`config.mk`:
```
export PLATFORM = sky130hd
export DESIGN_NAME = msq_sequencer
export DESIGN_NICKNAME = d
export VERILOG_FILES = /design/src/inc/msq_pkg.sv /design/src/logic/msq_sequencer.sv
export SDC_FILE = /design/constraint.sdc
export NUM_CORES = 1
export LEC_CHECK = 0
export BUFFER_PORTS_ARGS = -buffer_cell sky130_fd_sc_hd__buf_2
export CORE_ASPECT_RATIO = 1.5
export CORE_MARGIN = 5
export CORE_UTILIZATION = 60
export DETAILED_ROUTE_END_ITERATION = 10
export PLACE_DENSITY = 0.83
export REMOVE_ABC_BUFFERS = 1
export SETUP_SLACK_MARGIN = 0.5
export SYNTH_ARGS = -nofsm -noshare
export SYNTH_HDL_FRONTEND = slang
export SYNTH_SLANG_ARGS = --single-unit
export TNS_END_PERCENT = 5
```
`constraint.sdc`:
```
create_clock -name pclk -period 4.7 [get_ports pclk]
set_clock_uncertainty 0.2 [all_clocks]
set_input_delay 1.41 -clock pclk [delete_from_list [all_inputs] [get_ports pclk]]
set_output_delay 1.41 -clock pclk [all_outputs]
set_load 0.02 [all_outputs]
```
`src/inc/msq_pkg.sv`:
```
package msq_pkg;

    // =========================================================
    // Time base
    // =========================================================
    localparam int unsigned CLK_HZ     = 100_000_000;
    localparam int unsigned MS_PER_S   = 1000;
    localparam int unsigned MS_CYCLES  = CLK_HZ / MS_PER_S;
    localparam int unsigned PRE_W      = 17;
    localparam int unsigned MS_W       = 10;

    localparam logic [MS_W-1:0] TURN_ON_MS    = MS_W'(500);
    localparam logic [MS_W-1:0] TURN_OFF_MS   = MS_W'(650);
    localparam logic [MS_W-1:0] RESET_MIN_MS  = MS_W'(150);
    localparam logic [MS_W-1:0] SHUTDOWN_MS   = MS_W'(2);
    localparam logic [MS_W-1:0] RESTART_MS    = MS_W'(2);

    // =========================================================
    // Register map
    // =========================================================
    localparam logic [7:0] ADDR_CTRL   = 8'h00;
    localparam logic [7:0] ADDR_FUNC   = 8'h04;
    localparam logic [7:0] ADDR_EVENT  = 8'h08;
    localparam logic [7:0] ADDR_STATUS = 8'h0C;

    localparam int unsigned CTRL_SLEEP_BIT  = 0;
    localparam int unsigned CTRL_APLANE_BIT = 1;
    localparam int unsigned CTRL_HPOL_BIT   = 2;
    localparam int unsigned CTRL_LINK_LSB   = 4;
    localparam int unsigned EVT_PDOWN_BIT   = 0;
    localparam int unsigned EVT_URC_BIT     = 1;
    localparam int unsigned ST_SLEEP_BIT    = 2;
    localparam int unsigned ST_RADIO_BIT    = 3;
    localparam int unsigned ST_SIM_BIT      = 4;
    localparam int unsigned ST_DL_BIT       = 5;
    localparam int unsigned ST_HOST_BIT     = 6;
    localparam int unsigned ST_AIR_BIT      = 7;

    localparam logic [2:0] FUN_MIN  = 3'h0;
    localparam logic [2:0] FUN_FULL = 3'h1;
    localparam logic [2:0] FUN_AIR  = 3'h4;

    localparam logic [7:0] SYNC_RST = 8'h0F;

    typedef enum logic [1:0] {
        PS_OFF  = 2'b00,
        PS_ON   = 2'b01,
        PS_SHDN = 2'b11,
        PS_RST  = 2'b10
    } msq_pwr_e;

    typedef enum logic [1:0] {
        LINK_UART   = 2'h0,
        LINK_REMOTE = 2'h1,
        LINK_SUSP   = 2'h2,
        LINK_NOSUSP = 2'h3
    } msq_link_e;

    typedef struct packed {
        msq_link_e link;
        logic      host_pol;
        logic      aplane_en;
        logic      sleep_en;
    } msq_cfg_s;

    localparam msq_cfg_s CFG_RST = '{LINK_UART, 1'b1, 1'b0, 1'b0};

    typedef struct packed {
        logic fdl;
        logic bus_pwr;
        logic suspended;
        logic host_rdy;
        logic wdis_n;
        logic dtr;
        logic rst_n;
        logic key_n;
    } msq_pins_s;

endpackage

```
`src/logic/msq_sequencer.sv`:
```
`timescale 1ns/100ps

// =========================================================
// Millisecond pulse timer
// =========================================================
// Counts whole milliseconds while run is high, saturates, and
// clears when run falls. The prescaler restarts with run, so a
// reading of N means at least N full milliseconds have passed.
module msq_ms_timer
    import msq_pkg::*;
#(
    parameter int unsigned MS_TICKS = MS_CYCLES
) (
    input  wire logic            pclk,
    input  wire logic            presetn,
    input  wire logic            clk_en,
    input  wire logic            run,
    output      logic [MS_W-1:0] ms
);
    logic [PRE_W-1:0] pre;
    logic [PRE_W-1:0] next_pre;
    logic [MS_W-1:0]  next_ms;

    always_comb begin
        next_pre = pre;
        next_ms  = ms;
        if (!run) begin
            next_pre = '0;
            next_ms  = '0;
        end else if (pre == PRE_W'(MS_TICKS - 1)) begin
            next_pre = '0;
            if (ms != '1) begin
                next_ms = ms + MS_W'(1);
            end
        end else begin
            next_pre = pre + PRE_W'(1);
        end
    end

    always_ff @(posedge pclk or negedge presetn) begin
        if (!presetn) begin
            pre <= '0;
            ms  <= '0;
        end else if (clk_en) begin
            pre <= next_pre;
            ms  <= next_ms;
        end
    end
endmodule

// =========================================================
// Power and mode sequencer
// =========================================================
module msq_sequencer
    import msq_pkg::*;
#(
    parameter int unsigned MS_TICKS = MS_CYCLES
) (
    input  wire logic        pclk,
    input  wire logic        presetn,
    input  wire logic        clk_en,
    input  wire logic        psel,
    input  wire logic        penable,
    input  wire logic        pwrite,
    input  wire logic [7:0]  paddr,
    input  wire logic [31:0] pwdata,
    output      logic [31:0] prdata,
    output      logic        pready,
    output      logic        pslverr,
    input  wire logic        power_key_n,
    input  wire logic        reset_in_n,
    input  wire logic        terminal_ready_in,
    input  wire logic        radio_disable_n,
    input  wire logic        host_processor_ready,
    input  wire logic        usb_suspended,
    input  wire logic        usb_bus_power_sense,
    input  wire logic        forced_download_in,
    input  wire logic        usb_rx_activity,
    input  wire logic        radio_cmd_req,
    output      logic        status_out,
    output      logic        ring_indicate_out,
    output      logic        usb_remote_wakeup,
    output      logic        radio_enable,
    output      logic        sim_enable,
    output      logic        gnss_enable,
    output      logic        sleep_active,
    output      logic        download_mode,
    output      logic        radio_cmd_accept,
    output      logic        radio_cmd_reject
);
    // =========================================================
    // Pin synchronisers and pulse timers
    // =========================================================
    msq_pins_s        sync_a;
    msq_pins_s        pin;
    logic [MS_W-1:0]  key_ms;
    logic [MS_W-1:0]  rst_ms;
    logic [MS_W-1:0]  st_ms;
    msq_pwr_e         pwr;

    always_ff @(posedge pclk or negedge presetn) begin
        if (!presetn) begin
            sync_a <= SYNC_RST;
            pin    <= SYNC_RST;
        end else if (clk_en) begin
            sync_a <= {forced_download_in, usb_bus_power_sense,
                       usb_suspended, host_processor_ready,
                       radio_disable_n, terminal_ready_in,
                       reset_in_n, power_key_n};
            pin    <= sync_a;
        end
    end

    msq_ms_timer #(.MS_TICKS(MS_TICKS)) u_key_timer (
        .pclk    (pclk),
        .presetn (presetn),
        .clk_en  (clk_en),
        .run     (!pin.key_n),
        .ms      (key_ms)
    );
    msq_ms_timer #(.MS_TICKS(MS_TICKS)) u_rst_timer (
        .pclk    (pclk),
        .presetn (presetn),
        .clk_en  (clk_en),
        .run     (!pin.rst_n),
        .ms      (rst_ms)
    );
    msq_ms_timer #(.MS_TICKS(MS_TICKS)) u_state_timer (
        .pclk    (pclk),
        .presetn (presetn),
        .clk_en  (clk_en),
        .run     (pwr == PS_SHDN || pwr == PS_RST),
        .ms      (st_ms)
    );

    // =========================================================
    // APB slave
    // =========================================================
    msq_cfg_s    cfg;
    logic [2:0]  func;
    logic        urc_pending;
    logic        host_awake;
    logic        airplane;
    logic        acc;
    logic        wr_ok;
    logic        pdown_req;
    logic        urc_set;
    logic        next_pready;
    logic        next_pslverr;
    logic [31:0] next_prdata;
    msq_cfg_s    next_cfg;
    logic [2:0]  next_func;
    logic        func_ok;

    assign acc     = psel && penable && !pready;
    assign wr_ok   = psel && penable && pready && pwrite && !pslverr;
    assign func_ok = pwdata[2:0] == FUN_MIN || pwdata[2:0] == FUN_FULL ||
                     pwdata[2:0] == FUN_AIR;
    assign pdown_req = wr_ok && paddr == ADDR_EVENT &&
                       pwdata[EVT_PDOWN_BIT];
    assign urc_set   = wr_ok && paddr == ADDR_EVENT &&
                       pwdata[EVT_URC_BIT];

    always_comb begin
        next_pready  = acc;
        next_pslverr = 1'b0;
        next_prdata  = '0;
        next_cfg     = cfg;
        next_func    = func;
        if (acc) begin
            unique case (paddr)
                ADDR_CTRL: begin
                    next_prdata[CTRL_SLEEP_BIT]  = cfg.sleep_en;
                    next_prdata[CTRL_APLANE_BIT] = cfg.aplane_en;
                    next_prdata[CTRL_HPOL_BIT]   = cfg.host_pol;
                    next_prdata[CTRL_LINK_LSB+:2] = cfg.link;
                end
                ADDR_FUNC: begin
                    next_prdata[2:0] = func;
                    next_pslverr     = pwrite && !func_ok;
                end
                ADDR_EVENT: begin
                    next_prdata[EVT_URC_BIT] = urc_pending;
                end
                ADDR_STATUS: begin
                    next_prdata[1:0]          = pwr;
                    next_prdata[ST_SLEEP_BIT] = sleep_active;
                    next_prdata[ST_RADIO_BIT] = radio_enable;
                    next_prdata[ST_SIM_BIT]   = sim_enable;
                    next_prdata[ST_DL_BIT]    = download_mode;
                    next_prdata[ST_HOST_BIT]  = host_awake;
                    next_prdata[ST_AIR_BIT]   = airplane;
                end
                default: next_pslverr = 1'b1;
            endcase
        end
        if (wr_ok && paddr == ADDR_CTRL) begin
            next_cfg.sleep_en  = pwdata[CTRL_SLEEP_BIT];
            next_cfg.aplane_en = pwdata[CTRL_APLANE_BIT];
            next_cfg.host_pol  = pwdata[CTRL_HPOL_BIT];
            next_cfg.link      = msq_link_e'(pwdata[CTRL_LINK_LSB+:2]);
        end
        if (wr_ok && paddr == ADDR_FUNC) begin
            next_func = pwdata[2:0];
        end
        // Leaving the running state drops the level back to default.
        if (pwr != PS_ON) begin
            next_func = FUN_FULL;
        end
    end

    always_ff @(posedge pclk or negedge presetn) begin
        if (!presetn) begin
            pready  <= 1'b0;
            pslverr <= 1'b0;
            prdata  <= '0;
            cfg     <= CFG_RST;
            func    <= FUN_FULL;
        end else if (clk_en) begin
            pready  <= next_pready;
            pslverr <= next_pslverr;
            prdata  <= next_prdata;
            cfg     <= next_cfg;
            func    <= next_func;
        end
    end

    // =========================================================
    // Power sequencing
    // =========================================================
    msq_pwr_e next_pwr;
    logic     off_armed;
    logic     next_armed;
    logic     next_dl;
    logic     key_off_go;
    logic     rst_go;

    // The key that turned the device on is still held; only a key
    // seen high while running may arm a turn-off.
    assign key_off_go = pin.key_n && off_armed && key_ms >= TURN_OFF_MS;
    assign rst_go     = pin.rst_n && rst_ms >= RESET_MIN_MS;

    always_comb begin
        next_pwr   = pwr;
        next_dl    = download_mode;
        next_armed = (pwr == PS_ON) && (off_armed || pin.key_n);
        unique case (pwr)
            PS_OFF: begin
                if (!pin.key_n && key_ms >= TURN_ON_MS) begin
                    next_pwr   = PS_ON;
                    next_armed = 1'b0;
                    next_dl    = pin.fdl;
                end
            end
            PS_ON: begin
                if (pdown_req || key_off_go) begin
                    next_pwr = PS_SHDN;
                end else if (rst_go) begin
                    next_pwr = PS_RST;
                end
            end
            PS_SHDN: begin
                if (st_ms >= SHUTDOWN_MS) begin
                    next_pwr = PS_OFF;
                    next_dl  = 1'b0;
                end
            end
            PS_RST: begin
                if (st_ms >= RESTART_MS) begin
                    next_pwr = PS_ON;
                end
            end
        endcase
    end

    always_ff @(posedge pclk or negedge presetn) begin
        if (!presetn) begin
            pwr           <= PS_OFF;
            off_armed     <= 1'b0;
            download_mode <= 1'b0;
            status_out    <= 1'b0;
        end else if (clk_en) begin
            pwr           <= next_pwr;
            off_armed     <= next_armed;
            download_mode <= next_dl;
            status_out    <= next_pwr == PS_ON;
        end
    end

    // =========================================================
    // Modes, sleep and wake signalling
    // =========================================================
    logic on;
    logic usb_stay;
    logic sleep_ok;
    logic next_stay;
    logic next_urc;

    assign on         = pwr == PS_ON;
    assign host_awake = pin.host_rdy == cfg.host_pol;
    assign airplane   = func == FUN_AIR ||
                        (cfg.aplane_en && !pin.wdis_n);

    always_comb begin
        next_stay = usb_stay;
        if (!pin.suspended) begin
            next_stay = 1'b0;
        end
        if (usb_rx_activity) begin
            next_stay = 1'b1;
        end
        sleep_ok = on && cfg.sleep_en && pin.dtr;
        unique case (cfg.link)
            LINK_UART:   sleep_ok = sleep_ok;
            LINK_REMOTE,
            LINK_SUSP:   sleep_ok = sleep_ok && pin.suspended &&
                                    !usb_stay;
            LINK_NOSUSP: sleep_ok = sleep_ok && !pin.bus_pwr;
        endcase
        // A new result wins over delivery in the same cycle.
        next_urc = urc_set || (urc_pending && on && !host_awake);
    end

    always_ff @(posedge pclk or negedge presetn) begin
        if (!presetn) begin
            usb_stay          <= 1'b0;
            urc_pending       <= 1'b0;
            sleep_active      <= 1'b0;
            ring_indicate_out <= 1'b0;
            usb_remote_wakeup <= 1'b0;
            radio_enable      <= 1'b0;
            sim_enable        <= 1'b0;
            gnss_enable       <= 1'b0;
            radio_cmd_accept  <= 1'b0;
            radio_cmd_reject  <= 1'b0;
        end else if (clk_en) begin
            usb_stay          <= next_stay;
            urc_pending       <= next_urc;
            sleep_active      <= sleep_ok;
            ring_indicate_out <= on && urc_pending &&
                                 cfg.link != LINK_REMOTE;
            usb_remote_wakeup <= on && urc_pending && pin.suspended &&
                                 cfg.link == LINK_REMOTE;
            radio_enable      <= on && func == FUN_FULL && !airplane;
            sim_enable        <= on && func != FUN_MIN;
            gnss_enable       <= on;
            radio_cmd_accept  <= radio_cmd_req && radio_enable;
            radio_cmd_reject  <= radio_cmd_req && !radio_enable;
        end
    end
endmodule

```
==> qor.log <==
qor: status.run_status finished, final reports clean
qor: layout.area_growth 13.8%
qor: worst_setup_path.reg2regPathDepth 8
qor: hold_path.hp-class reg -> reg
qor: worst_setup_path.arrival 3.26 ns
qor: sta.report.final.setup_viol 0
qor: routing.wire_per_inst 16.9 µm
qor: yosys.postSynth.topFlopCell dfrtp_1
qor: clock_tree.clock_slew_seen_by_the_registers_of_the_worst_setup_and_hold_paths 0.06 ns
qor: worst_setup_path.worstPathMaxFanout 8
qor: global_routing.groute.usage.overall 23.0%
qor: floorplanning.start_util 61.0%
qor: sta.timing.final.hold_violations 0
qor: routing.firstDrtPassIters 7
qor: clock_tree.clock_sinks 130
qor: placement.place.detailed.hpwl 10700 µm
qor: floorplanning.core_area 11500 µm²
qor: yosys.postSynthRegisterBits 130
qor: yosys.edff_count_synth 0
qor: placement.post_dp_cell_area 7320 µm²
qor: layout.layout_commonest_cell dfrtp_1
qor: power.power.static_leakage 3.56 nW
qor: routing.drcViolationCount 0
qor: clock_tree.tritoncts done
qor: hold_path.worstHoldPathCells 1
qor: yosys.post_synth_instance_area 7000 µm²
qor: routing.drt_wl_total 15800 µm
qor: routing.drt.antenna.violating_nets 0
qor: power.total_power 2.94 mW
qor: placement.place.port_buffers 48
qor: sta.maxClockFrequency 314 MHz
qor: sta.timing_max_transition_violations_final 0
qor: floorplanning.std_cell_rows 48
qor: layout.final_cell_mix dfrtp_1, nand2_1, nor2_1
qor: global_routing.number_of_global_route_vias_before_repair 5773
qor: clock_tree.holdBufCountCts 0
qor: sta.relSlewSlack 34.9%
qor: floorplanning.design.die.area 14000 µm²
qor: global_routing.antenna_violations_before_repair 0
qor: worst_setup_path.timing.critical_path.max_delay_family simple AND/OR/NAND/NOR gates
qor: yosys.asyncSetResetFlopFracSynth 100%
qor: clock_tree.cts-resized-gates 0
qor: yosys.syn_inst 719
qor: sta.final.min_clock_period 3.18 ns
qor: clock_tree.post_cts_buffers 0
qor: clock_tree.clock_tree.root_cell clkbuf_16
qor: global_routing.grt_first_pass_wirelength 26500 µm
qor: layout.ratio_of_cells_with_drive_above_1_in_the_final_layout 17.3%
qor: hold_path.min_to prdata[3]
qor: placement.dp_worst_setup_slack 1.14 ns
qor: worst_setup_path.crit-reg2reg-launch pwr[0]
qor: worst_setup_path.cp_slowest_cell or4_1
qor: sta.timing_worst_slew_pin_value 0.970 ns
qor: placement.gp_routability_congestion 0.907
qor: sta.post-route-period-util 67.7%
qor: worst_setup_path.cp_data_required_time 4.78 ns
qor: clock_tree.cts-htree-levels 4
qor: power.peakVddDrop 0.277 mV
qor: job.timing.max_cap.violations 0
qor: floorplanning.chip_width 98.2 µm
qor: routing.via_count 5703
qor: clock_tree.cts_buffer_depth 2
qor: floorplanning.io_pins 100
qor: routing.viasPerCell 6.12
qor: layout.finish.instance_area 7970 µm²
qor: floorplanning.chipHeight 142 µm
qor: sta.layout_setup_ws 1.52 ns
qor: yosys.number_of_warnings_issued_by_yosys 0
qor: power.power.density_cell_area 369 nW/µm²
qor: yosys.synth_cell_type_count 68
qor: sta.setup_tns 0 ns
qor: clock_tree.tritoncts.num_buffers 17
qor: clock_tree.insertion_delay_of_the_later_clocked_pin_in_the_worst_skew_pair 0.42 ns
qor: yosys.syn_area_per_cell 9.74 µm²
qor: worst_setup_path.critPathKind in -> reg
qor: sta.grt_setup_unrepaired no
qor: layout.n_antenna_cell 0
qor: hold_path.worst_hold_start prdata[3]
qor: layout.finish.net_count 842
qor: worst_setup_path.worst_path_bufs_invs 1
qor: routing.drtIter0Drc 432
qor: global_routing.grt_remaining_overflow 0
qor: yosys.synth_sequential_area_ratio 46.6%
qor: worst_setup_path.critPathCaptureType flip-flop
qor: global_routing.grt_max_degree 67
qor: worst_setup_path.cp-start-kind input port
qor: worst_setup_path.r2r-end u_state_timer.ms[2]
qor: worst_setup_path.cp_cell_sequence buf_2 > or4_1 > nor3_2 > a41oi_1 > a311oi_1 > a2111oi_2
qor: worst_setup_path.worst-r2r-setup-slack 1.97 ns
qor: worst_setup_path.slowest_delay 0.53 ns
## registers in the layout, summed over array words and instances, names as in the netlist, 2 cells and up
| signal | count |
|---|---|
| u_rst_timer.ms | 10 |
| u_key_timer.ms | 10 |
| u_state_timer.ms | 10 |
| prdata | 8 |
| cfg | 5 |
| pwr | 2 |
| pin | 8 |
| u_state_timer.pre | 17 |
| func | 3 |
| u_key_timer.pre | 17 |
| u_rst_timer.pre | 17 |
| sync_a | 8 |
## layer usage
layer / up-vias / GRT usage, % / routed length (µm)
met3: 50 / 5.44 / 878
met1: 2771 / 25.9 / 6060
li1: 2680 / - / -
met2: 202 / 41.5 / 8360
met5: - / 0 / 0
met4: 0 / 10.2 / 450
## kinds of logic (layout without fill, tap and decap cells)
logic type | after synthesis | in the layout | synth area share (%)
xor gates and xnor gates | 29 | 29 | 3.63
muxes | 38 | 38 | 6.02
DFF | 130 | 130 | 46.6
adders and majority gates | 17 | 17 | 3.04
and+or+nand+nor | 281 | 281 | 21.1
buffers and inverters | 82 | 122 | 5.72
other | 1 | 24 | 0.0535
AOI/OAI and AO/OA | 141 | 141 | 13.8
## through the flow
stage | util [%] | hold WS, ns | std cells
final | 69.5 | 0.286 | 932
after global routing | 69.5 | 0.316 | 932
after CTS | 69.5 | 0.291 | 932
after detailed placement | 63.8 | 0.276 | 900
after global placement | 63.8 | 0.265 | 900
after floorplan | - | 0.248 | 693
## synth_stat cells (all sizes together), types with 5 or more instances
cell type    n  area (µm²)
dfrtp      120        3000
nand2       61         229
nor2        58         220
nand3       35         175
o21ai       35         175
inv         33         124
buf         32         213
a21oi       29         145
nand4       25         156
mux2        23         259
xor2        21         184
nor3        20         110
clkbuf      17        63.8
ha          17         213
o2bb2ai     16         140
and3        15        93.8
mux2i       14         140
o31ai       14         105
or4         13         105
nor4        11        68.8
dfstp       10         263
nor2b        8        50.1
xnor2        8        70.1
nand2b       7        43.8
o41ai        6        52.6
or3          6        37.5
a22oi        5        42.5
a31oi        5        31.3
and4         5        43.8
## final cells by class
| cell class | count | area [µm²] |
|---|---|---|
| timing repair buffer | 57 | 323 |
| clock buffer | 21 | 460 |
| sequential | 130 | 3270 |
| fill | 828 | 3500 |
| clock inverter | 11 | 185 |
| inverter | 33 | 124 |
| multi-input combinational | 530 | 3420 |
| tap | 150 | 188 |
## power by group
part           internal (mW)  switching [mW]  leakage [nW]
registers               1.19          0.0704          1.74
logic                 0.0879           0.154          1.51
clock network          0.964           0.479         0.313
## worst max path at each step
stage,startpoint,end,slack (ns),depth (start not counted)
after floorplan,paddr[5],status_out,1.51,5
after global placement,paddr[5],status_out,1.18,6
after detailed placement,paddr[5],cfg[1],1.14,5
after CTS,paddr[5],status_out,1.54,6
after global routing,paddr[5],status_out,1.38,6
final,paddr[5],status_out,1.52,6
(Power assumes the default switching activity.)
